--- src/ltcr_defines.svh ---
// constants for the longitudinal time code reader: word layout, sync
// patterns, speed range and derived cycle counts
// assumes a 25 MHz system clock
`ifndef LTCR_DEFINES_SVH
`define LTCR_DEFINES_SVH

// ****************************************
// clock and speed range
// ****************************************
`define LTCR_CLK_HZ        25000000
`define LTCR_PLAY_BIT_HZ   2400
`define LTCR_MIN_SPEED_DIV 10
`define LTCR_MAX_ZERO_HZ   72000
`define LTCR_MAX_ONE_HZ    144000
// shortest legal full bit at top wind speed
`define LTCR_MIN_FULL_CYC  (`LTCR_CLK_HZ / `LTCR_MAX_ZERO_HZ)
// edges closer than a quarter of the fastest half-bit are noise
`define LTCR_GLITCH_CYC    (`LTCR_CLK_HZ / (4 * `LTCR_MAX_ONE_HZ))
// no edge for two slowest bit periods: tape treated as stopped
`define LTCR_STALL_CYC     (`LTCR_CLK_HZ * `LTCR_MIN_SPEED_DIV * 2 \
                            / `LTCR_PLAY_BIT_HZ)
`define LTCR_PER_INIT      24'h000400

// ****************************************
// word layout
// ****************************************
`define LTCR_WORD_BITS     80
`define LTCR_SYNC_FWD      16'hbffc
`define LTCR_SYNC_REV      16'h3ffd
`define LTCR_FPS           30
`define LTCR_JUMP_RUN      3
`define LTCR_FIFO_DEPTH    16
`define LTCR_FIFO_WIDTH    64

`endif

--- src/ltcr_pkg.sv ---
// types shared by the time code reader
// assumes ltcr_defines.svh for numeric constants
`default_nettype none
package ltcr_pkg;
    typedef enum logic [0:0] {CHK_SEEK, CHK_TRACK} ltcr_chk_t;
    typedef logic [23:0] ltcr_frames_t;
endpackage
`default_nettype wire

--- src/ltcr_reader.sv ---
// biphase time code reader: bit recovery, word assembly, address check
// and an output fifo of checked words
// assumes code_in is a squared comparator output, asynchronous to clk_sys
`timescale 1ns/1ns
`default_nettype none
`include "ltcr_defines.svh"

// ****************************************
// output fifo
// ****************************************
module ltcr_fifo #(
    parameter int WIDTH = `LTCR_FIFO_WIDTH,
    parameter int DEPTH = `LTCR_FIFO_DEPTH
) (
    // clock and reset
    input  wire logic             clk_sys,
    input  wire logic             rst_n,
    // fill side
    input  wire logic             in_valid,
    input  wire logic [WIDTH-1:0] in_data,
    output logic                  in_ready,
    // drain side
    output logic                  out_valid,
    output logic      [WIDTH-1:0] out_data,
    input  wire logic             out_ready
);
    localparam int AW = $clog2(DEPTH);
    logic [WIDTH-1:0] mem_q [DEPTH];
    logic [AW-1:0]    wr_q, wr_d, rd_q, rd_d;
    logic [AW:0]      cnt_q, cnt_d;
    logic             ov_q, ov_d;
    logic [WIDTH-1:0] od_q, od_d;
    logic             push, pop;

    assign in_ready  = (cnt_q != (AW+1)'(DEPTH));
    assign out_valid = ov_q;
    assign out_data  = od_q;

    // head register keeps the drain side straight off flip-flops
    always_comb begin
        push = in_valid && in_ready;
        pop  = (cnt_q != '0) && (!ov_q || out_ready);
        wr_d = push ? wr_q + 1'b1 : wr_q;
        rd_d = pop ? rd_q + 1'b1 : rd_q;
        cnt_d = cnt_q + (AW+1)'(push) - (AW+1)'(pop);
        ov_d = pop ? 1'b1 : (out_ready ? 1'b0 : ov_q);
        od_d = pop ? mem_q[rd_q] : od_q;
    end

    always_ff @(posedge clk_sys or negedge rst_n) begin
        if (!rst_n) begin
            wr_q  <= '0;
            rd_q  <= '0;
            cnt_q <= '0;
            ov_q  <= 1'b0;
            od_q  <= '0;
        end else begin
            wr_q  <= wr_d;
            rd_q  <= rd_d;
            cnt_q <= cnt_d;
            ov_q  <= ov_d;
            od_q  <= od_d;
        end
    end

    always_ff @(posedge clk_sys) begin
        if (push) begin
            mem_q[wr_q] <= in_data;
        end
    end
endmodule // ltcr_fifo

// ****************************************
// reader top
// ****************************************
// Notes on behaviour
// bit length timed between input zero crossings
// two half-length periods make one, else zero
// decodes from tenth play speed to thirty times
// timing copes with 72 kHz zeros, 144 kHz ones
// stopped tape yields no words
// bits assembled into eighty-bit words
// valid words advance one frame each
// sync bits give the incoming code speed
// forward and reverse motion both decode
// isolated non-contiguous addresses are discarded
// bad words: position keeps advancing from last
// sustained jump accepted; locked error follows
// one has mid-bit reversal, zero none
// eight bcd address groups, eight user groups
// sync ends word; 00 forward, 01 reverse
// jump taken after three contiguous followers
// one-cycle valid strobe; reject pulse per discard
module ltcr_reader
    import ltcr_pkg::*;
#(
    parameter int STALL_CYC = `LTCR_STALL_CYC
) (
    // clock and reset
    input  wire logic                 clk_sys,
    input  wire logic                 rst_n,
    // squared time code from the tape track
    input  wire logic                 code_in,
    // lock state and master position from the synchroniser
    input  wire logic                 lock_in,
    input  wire ltcr_pkg::ltcr_frames_t ref_frames,
    // checked position and status
    output logic                      word_strobe_q,
    output logic                      word_reject_q,
    output ltcr_pkg::ltcr_frames_t    pos_frames_q,
    output logic                      pos_valid_q,
    output logic                      reverse_q,
    output logic               [24:0] tc_error_q,
    output logic               [23:0] word_cycles_q,
    output logic                      code_active_q,
    output logic                      overrun_q,
    // checked words: user bits high, bcd address low
    output logic                      word_valid,
    output logic               [63:0] word_data,
    input  wire logic                 word_ready
);
    import ltcr_pkg::*;

    localparam int CW = 24;

    function automatic logic [31:0] bcd_addr(input logic [63:0] d);
        return {2'h0, d[57:56], d[51:48], 1'b0, d[42:40], d[35:32],
                1'b0, d[26:24], d[19:16], 2'h0, d[9:8], d[3:0]};
    endfunction

    function automatic logic [31:0] user_bits(input logic [63:0] d);
        return {d[63:60], d[55:52], d[47:44], d[39:36],
                d[31:28], d[23:20], d[15:12], d[7:4]};
    endfunction

    function automatic ltcr_frames_t to_frames(input logic [31:0] a);
        int t;
        t = (int'(a[31:28]) * 10 + int'(a[27:24])) * 60;
        t = (t + int'(a[23:20]) * 10 + int'(a[19:16])) * 60;
        t = (t + int'(a[15:12]) * 10 + int'(a[11:8])) * `LTCR_FPS;
        t = t + int'(a[7:4]) * 10 + int'(a[3:0]);
        return t[23:0];
    endfunction

    function automatic ltcr_frames_t step(input ltcr_frames_t f,
                                          input logic rev);
        return rev ? f - 24'h000001 : f + 24'h000001;
    endfunction

    // ****************************************
    // input synchroniser and bit recovery
    // ****************************************
    logic [2:0]  sy_q, sy_d;
    logic        lvl_q, lvl_d, half_q, half_d, act_q, act_d;
    logic [CW-1:0] cnt_q, cnt_d, per_q, per_d, hiv_q, hiv_d;
    logic [CW-1:0] wcy_q, wcy_d, wcyo_q, wcyo_d;
    logic [79:0] sr_q, sr_d;
    logic [6:0]  nb_q, nb_d;
    logic        wev_q, wev_d, wrev_q, wrev_d;
    logic [63:0] wdat_q, wdat_d;
    logic        edge_seen, bit_ev, bit_val;
    logic [CW-1:0] iv;
    logic [CW+1:0] iv4, per3;

    always_comb begin
        sy_d   = {sy_q[1:0], code_in};
        lvl_d  = lvl_q;
        cnt_d  = cnt_q;
        per_d  = per_q;
        hiv_d  = hiv_q;
        half_d = half_q;
        act_d  = act_q;
        sr_d   = sr_q;
        nb_d   = nb_q;
        wev_d  = 1'b0;
        wrev_d = wrev_q;
        wdat_d = wdat_q;
        wcy_d  = (wcy_q == '1) ? wcy_q : wcy_q + 1'b1;
        wcyo_d = wcyo_q;
        bit_ev = 1'b0;
        bit_val = 1'b0;
        iv   = cnt_q + 1'b1;
        iv4  = {iv, 2'b00};
        per3 = {2'b00, per_q} + {1'b0, per_q, 1'b0};
        // a level counts once the second and third stages agree
        edge_seen = (sy_q[1] == sy_q[2]) && (sy_q[2] != lvl_q)
                    && (iv >= CW'(`LTCR_GLITCH_CYC));
        if (edge_seen) begin
            lvl_d = sy_q[2];
            cnt_d = '0;
            act_d = 1'b1;
            if (iv4 < per3) begin
                // two short periods in a row: mid-bit reversal
                if (half_q) begin
                    bit_ev  = 1'b1;
                    bit_val = 1'b1;
                    half_d  = 1'b0;
                    per_d   = hiv_q + iv;
                end else begin
                    half_d = 1'b1;
                    hiv_d  = iv;
                end
            end else begin
                // a lone half before a full period is a slip: drop it
                bit_ev = 1'b1;
                half_d = 1'b0;
                per_d  = iv;
            end
        end else if (cnt_q >= CW'(STALL_CYC)) begin
            // no edges on a stopped tape: abandon the word in flight
            act_d  = 1'b0;
            half_d = 1'b0;
            nb_d   = '0;
            per_d  = `LTCR_PER_INIT;
        end else begin
            cnt_d = cnt_q + 1'b1;
        end
        if (bit_ev) begin
            sr_d = {bit_val, sr_q[79:1]};
            nb_d = (nb_q == 7'h7f) ? nb_q : nb_q + 1'b1;
            if (sr_d[79:64] == `LTCR_SYNC_FWD ||
                sr_d[79:64] == `LTCR_SYNC_REV) begin
                nb_d   = '0;
                wcy_d  = '0;
                wcyo_d = wcy_q;
                if (nb_q == 7'(`LTCR_WORD_BITS - 1)) begin
                    wev_d  = 1'b1;
                    wrev_d = (sr_d[79:64] == `LTCR_SYNC_REV);
                    for (int i = 0; i < 64; i++) begin
                        wdat_d[i] = wrev_d ? sr_d[63-i] : sr_d[i];
                    end
                end
            end
        end
    end

    always_ff @(posedge clk_sys or negedge rst_n) begin
        if (!rst_n) begin
            sy_q   <= '0;
            lvl_q  <= 1'b0;
            cnt_q  <= '0;
            per_q  <= `LTCR_PER_INIT;
            hiv_q  <= '0;
            half_q <= 1'b0;
            act_q  <= 1'b0;
            sr_q   <= '0;
            nb_q   <= '0;
            wev_q  <= 1'b0;
            wrev_q <= 1'b0;
            wdat_q <= '0;
            wcy_q  <= '0;
            wcyo_q <= '0;
        end else begin
            sy_q   <= sy_d;
            lvl_q  <= lvl_d;
            cnt_q  <= cnt_d;
            per_q  <= per_d;
            hiv_q  <= hiv_d;
            half_q <= half_d;
            act_q  <= act_d;
            sr_q   <= sr_d;
            nb_q   <= nb_d;
            wev_q  <= wev_d;
            wrev_q <= wrev_d;
            wdat_q <= wdat_d;
            wcy_q  <= wcy_d;
            wcyo_q <= wcyo_d;
        end
    end

    // ****************************************
    // address check
    // ****************************************
    ltcr_chk_t    st_q, st_d;
    ltcr_frames_t pos_q, pos_d, cand_q, cand_d, f;
    logic [1:0]   run_q, run_d;
    logic         cv_q, cv_d, stb_q, stb_d, rej_q, rej_d, rev_q, rev_d;
    logic [24:0]  err_q, err_d;
    logic         hold_q, hold_d, ovr_q, ovr_d, fin_ready, take;
    logic [63:0]  hdat_q, hdat_d;

    always_comb begin
        st_d   = st_q;
        pos_d  = pos_q;
        cand_d = cand_q;
        run_d  = run_q;
        cv_d   = cv_q;
        stb_d  = 1'b0;
        rej_d  = 1'b0;
        rev_d  = rev_q;
        err_d  = err_q;
        ovr_d  = ovr_q;
        take   = 1'b0;
        hold_d = hold_q && !fin_ready;
        hdat_d = hdat_q;
        f = to_frames(bcd_addr(wdat_q));
        if (wev_q) begin
            rev_d = wrev_q;
            if (st_q == CHK_TRACK && f == step(pos_q, wrev_q)) begin
                take = 1'b1;
                cv_d = 1'b0;
            end else begin
                rej_d = 1'b1;
                if (st_q == CHK_TRACK) begin
                    pos_d = step(pos_q, wrev_q);
                end
                if (cv_q && f == step(cand_q, wrev_q)) begin
                    run_d = run_q + 1'b1;
                    if (run_q == 2'(`LTCR_JUMP_RUN - 1)) begin
                        take  = 1'b1;
                        rej_d = 1'b0;
                        cv_d  = 1'b0;
                        st_d  = CHK_TRACK;
                    end
                end else begin
                    run_d = '0;
                    cv_d  = 1'b1;
                end
                cand_d = f;
            end
            if (take) begin
                pos_d = f;
                stb_d = 1'b1;
                if (lock_in) begin
                    err_d = {1'b0, f} - {1'b0, ref_frames};
                end
                // one word of slack; a second behind a full fifo is lost
                if (hold_q && !fin_ready) begin
                    ovr_d = 1'b1;
                end else begin
                    hold_d = 1'b1;
                    hdat_d = {user_bits(wdat_q), bcd_addr(wdat_q)};
                end
            end
        end
    end

    always_ff @(posedge clk_sys or negedge rst_n) begin
        if (!rst_n) begin
            st_q   <= CHK_SEEK;
            pos_q  <= '0;
            cand_q <= '0;
            run_q  <= '0;
            cv_q   <= 1'b0;
            stb_q  <= 1'b0;
            rej_q  <= 1'b0;
            rev_q  <= 1'b0;
            err_q  <= '0;
            hold_q <= 1'b0;
            hdat_q <= '0;
            ovr_q  <= 1'b0;
        end else begin
            st_q   <= st_d;
            pos_q  <= pos_d;
            cand_q <= cand_d;
            run_q  <= run_d;
            cv_q   <= cv_d;
            stb_q  <= stb_d;
            rej_q  <= rej_d;
            rev_q  <= rev_d;
            err_q  <= err_d;
            hold_q <= hold_d;
            hdat_q <= hdat_d;
            ovr_q  <= ovr_d;
        end
    end

    ltcr_fifo #(
        .WIDTH (64),
        .DEPTH (`LTCR_FIFO_DEPTH)
    ) u_fifo (
        .clk_sys   (clk_sys),
        .rst_n     (rst_n),
        .in_valid  (hold_q),
        .in_data   (hdat_q),
        .in_ready  (fin_ready),
        .out_valid (word_valid),
        .out_data  (word_data),
        .out_ready (word_ready)
    );

    assign word_strobe_q = stb_q;
    assign word_reject_q = rej_q;
    assign pos_frames_q  = pos_q;
    assign pos_valid_q   = (st_q == CHK_TRACK);
    assign reverse_q     = rev_q;
    assign tc_error_q    = err_q;
    assign word_cycles_q = wcyo_q;
    assign code_active_q = act_q;
    assign overrun_q     = ovr_q;
endmodule // ltcr_reader

`default_nettype wire

--- config.mk ---
export PLATFORM = sky130hd
export DESIGN_NAME = ltcr_reader
export DESIGN_NICKNAME = d
export VERILOG_FILES = /design/src/ltcr_pkg.sv /design/src/ltcr_reader.sv
export VERILOG_INCLUDE_DIRS = /design/src
export SDC_FILE = /design/constraint.sdc
export NUM_CORES = 2
export LEC_CHECK = 0
export ABC_CLOCK_PERIOD_IN_PS = 12700
export BUFFER_PORTS_ARGS = -buffer_cell sky130_fd_sc_hd__buf_2
export CORE_MARGIN = 3
export CORE_UTILIZATION = 30
export DETAILED_ROUTE_END_ITERATION = 10
export GPL_TIMING_DRIVEN = 0
export PLACE_DENSITY = 0.46
export SYNTH_ARGS = -nofsm -noshare
export SYNTH_HDL_FRONTEND = slang
export SYNTH_SLANG_ARGS = --single-unit
--- constraint.sdc ---
create_clock -name clk_sys -period 12.7 [get_ports clk_sys]
set_clock_uncertainty 0.05 [all_clocks]
set_input_delay 0.635 -clock clk_sys [delete_from_list [all_inputs] [get_ports clk_sys]]
set_output_delay 0.635 -clock clk_sys [all_outputs]
set_load 0.05 [all_outputs]
==> metrics.yaml <==
status: "finished clean"
tightest_slew_ns: 1.33
fin_tns_setup_ns: 0
wl_per_cell_um: 21.6
number_of_distinct_library_cells_after_synthesis: 104
timing.final.max_slew_violations: 0
critical_path.max_fanout: 10
ys_seq_area_frac: 0.586
ys_async_sr_fraction: 0.343
worst_hold_slack_ns: 0.147
initial_standard_cell_utilization_of_the_core: 0.303
netlist_instances: 4850
post_dp_cell_area_um2: 74000
synth.yosys.warnings: 0
cts-buffers-inserted: 161
routed_via_count: 40900
power.clock.fraction: 0.384
cellPowerDensity_nw_per_um2: 152
end_kind: "flop"
root_cell_of_the_clock_tree: "sky130_fd_sc_hd__clkbuf_16"
path_clk_slew_ns: 0.06
synth_area_um2: 68200
grt_max_degree: 118
comb_power_share: 0.206
htreeDepth: 4
setup-violations-final: 0
ir_drop_mv: 0.139
synth-seq-cells: 1412
timing.critical_path.slowest_stage_cell: "sky130_fd_sc_hd__fa_2"
synthesis.area_per_instance_um2: 14.1
synthMuxAreaShare: 0.135
number_of_buffers_on_the_longest_clock_path: 3
max_freq_mhz: 81.4
start_kind: "flop"
min_period_ns: 12.29
io_buffers: 166
cts_tree: "done"
seq_power_share: 0.411
dp_hpwl_mm: 124
drtAntennaViolNets: 0
chip_height_um: 483
drt-total-wl_mm: 182
synth_compound_area_frac: 0.0663
synthFlopType: "sky130_fd_sc_hd__edfxtp_1"
row_count: 174
antenna_violations_before_repair: 7
io-pin-count: 173
vias_per_cell: 4.84
power_switching_mw: 3.69
internal_power_mw: 8.60
min_period_over_period: 0.968
required_ns: 13.32
synth_enable_flop_cells: 928
die_x_um: 483
layout-area-overhead-vs-synth_pct: 18.4
global_route.overflow_total: 0
cp.buffers_inverters: 13
drtIter0Drc: 3081
p_sw_frac: 0.300
synth_simple_gate_area_share: 0.0769
insertion_delay_ns: 0.79
cp.arrival_ns: 12.91
globalplace.congestion: 0.771
combinational_family_with_the_most_area_after_synthesis: "multiplexers"
total_leakage_power_nw: 29.7
core_area_um2: 226000
maxCapViolCount: 0
cpMostUsedCell: "sky130_fd_sc_hd__inv_1"
nets: 5668
groute.usage.overall: 0.156
hp_class: "in -> reg"
cts.sink_count: 1412
worst_path_dominant_cell_family: "adder cells"
postLayoutSetupSlackWorst_ns: 0.409
dr.pass1.iters: 5
die_area_um2: 233000
layout-drive-gt1-share: 0.218
grt_pass1_wl_mm: 274
critical_path_class: "reg -> reg"
synthesized_area_fraction_occupied_by_adder_cells: 0.0692
pre_cts_ws_ns: -1.96
layout_commonest_cell: "sky130_fd_sc_hd__edfxtp_1"
layout_common_cells: "sky130_fd_sc_hd__edfxtp_1, sky130_fd_sc_hd__dfrtp_1, sky130_fd_sc_hd__nand2_1"
slew_limit_headroom: 0.116
post_synth_xor_area_fraction: 0.0402
hold_viol: 0
grt_pass1_vias: 42100
critPathMaxStageDelay_ns: 0.61
drcViolationCount: 0
finalInstanceArea_um2: 80800
-- registers in the layout, summed over array words and instances (netlist names), 5 cells and up --
| name | count |
|---|---|
| pos_frames_q | 24 |
| word_cycles_q | 24 |
| u_fifo.cnt_q | 5 |
| nb_q | 7 |
| cnt_q | 24 |
| wcy_q | 24 |
| sr_q | 79 |
| u_fifo.mem_q | 928 |
| per_q | 24 |
| cand_q | 24 |
| tc_error_q | 25 |
| u_fifo.out_data | 58 |
| hiv_q | 24 |
| hdat_q | 58 |
| wdat_q | 58 |
-- path summary, 6_finish.rpt --
check | depth (start not counted) | endpoint | start | slack (ns)
setup / recovery | 50 | hdat_q[32]$_DFFE_PN0P_ | wdat_q[49]$_DFFE_PN0P_ | 0.41
hold / removal | 4 | tc_error_q[23]$_DFFE_PN0P_ | lock_in | 0.15
setup reg to reg | 50 | hdat_q[32]$_DFFE_PN0P_ | wdat_q[49]$_DFFE_PN0P_ | 0.41
hold reg to reg | 0 | sy_q[1]$_DFF_PN0_ | sy_q[0]$_DFF_PN0_ | 0.31
max in group asynchronous | 5 | word_cycles_q[20]$_DFFE_PN0P_ | rst_n | 10.09
min in group asynchronous | 2 | hdat_q[12]$_DFFE_PN0P_ | rst_n | 0.38
-- power by group through the flow --
| stage | Sequential, mW | Combinational [mW] | Clock (mW) |
|---|---|---|---|
| finish | 5.04 | 2.53 | 4.72 |
| global route | 5.06 | 2.77 | 5.04 |
| CTS | 5.05 | 2.56 | 4.84 |
| detailed placement | 5.14 | 2.52 | 0 |
| global placement | 5.14 | 2.50 | 0 |
| floorplan | 5.31 | 1.47 | 0 |
-- logic make-up after synthesis --
kind of cell             after synthesis
AO/OA/AOI/OAI                        678
XOR/XNOR                             303
adder cells (fa/ha/maj)              333
buffers and inverters                447
flip-flops                          1412
multiplexers                         566
other                                  1
AND/OR/NAND/NOR                     1110
-- Yosys cell counts, drive strengths merged (11+ instances only) --
cell	number	area, µm²
xor2	114	998
nand2	458	1720
o21ai	179	896
nand2b	34	213
buf	77	390
o21a	31	233
dfrtp	483	12100
o31ai	14	105
a21o	61	458
o211ai	15	113
mux2i	107	1070
nor2	223	850
nand3	85	430
mux2	199	2320
nand4	37	246
a211oi	33	248
nor2b	31	194
a31oi	24	163
xnor2	183	1610
and2	36	228
nor4	22	174
nor3	60	317
ha	256	3200
o21bai	26	195
mux4	260	5860
o221a	17	191
fa	75	1500
inv	251	942
edfxtp	928	27900
and3	33	206
o221ai	34	304
a21oi	147	736
clkbuf	118	443
or2	11	68.8
or3	33	206
-- through the flow --
| step | util | total power [mW] | std cells |
|---|---|---|---|
| floorplan | - | 6.78 | 4861 |
| global placement | 0.323 | 7.64 | 8019 |
| detailed placement | 0.328 | 7.66 | 8080 |
| CTS | 0.355 | 12.4 | 8402 |
| global route | 0.358 | 12.9 | 8437 |
| finish | 0.358 | 12.3 | 8440 |
-- cell type report --
cell class	instances	area [µm²]
antenna	5	12.5
buffer	188	846
clock buffer	244	4760
clock inverter	54	653
fill	21800	145000
inverter	252	953
multi-input combinational	3002	27500
sequential	1412	40000
tap	2992	3740
timing repair buffer	291	2360
-- per-layer routing --
layer / share of wire / GRT usage / up-vias
met5: 0 / 0 / -
met4: 0.022 / 0.0390 / 0
met2: 0.47 / 0.255 / 784
met1: 0.46 / 0.216 / 20800
met3: 0.044 / 0.0247 / 228
li1: - / - / 19000
-- tightest hold or removal path, delay by kind of cell --
family	cells	cell delay [ns]
compound gates	1	0.07
buf+inv	2	0.15
simple gates	1	0.08
-- what timing repair did --
item,CTS,global route
setup buffers,26,35
hold endpoints to repair,61,0
hold buffers,2,0
pin swaps,20,47
gates cloned,0,1
gates resized for setup,74,78
setup endpoints to repair,139,138
Note: power is estimated with default switching activity, not from simulation.
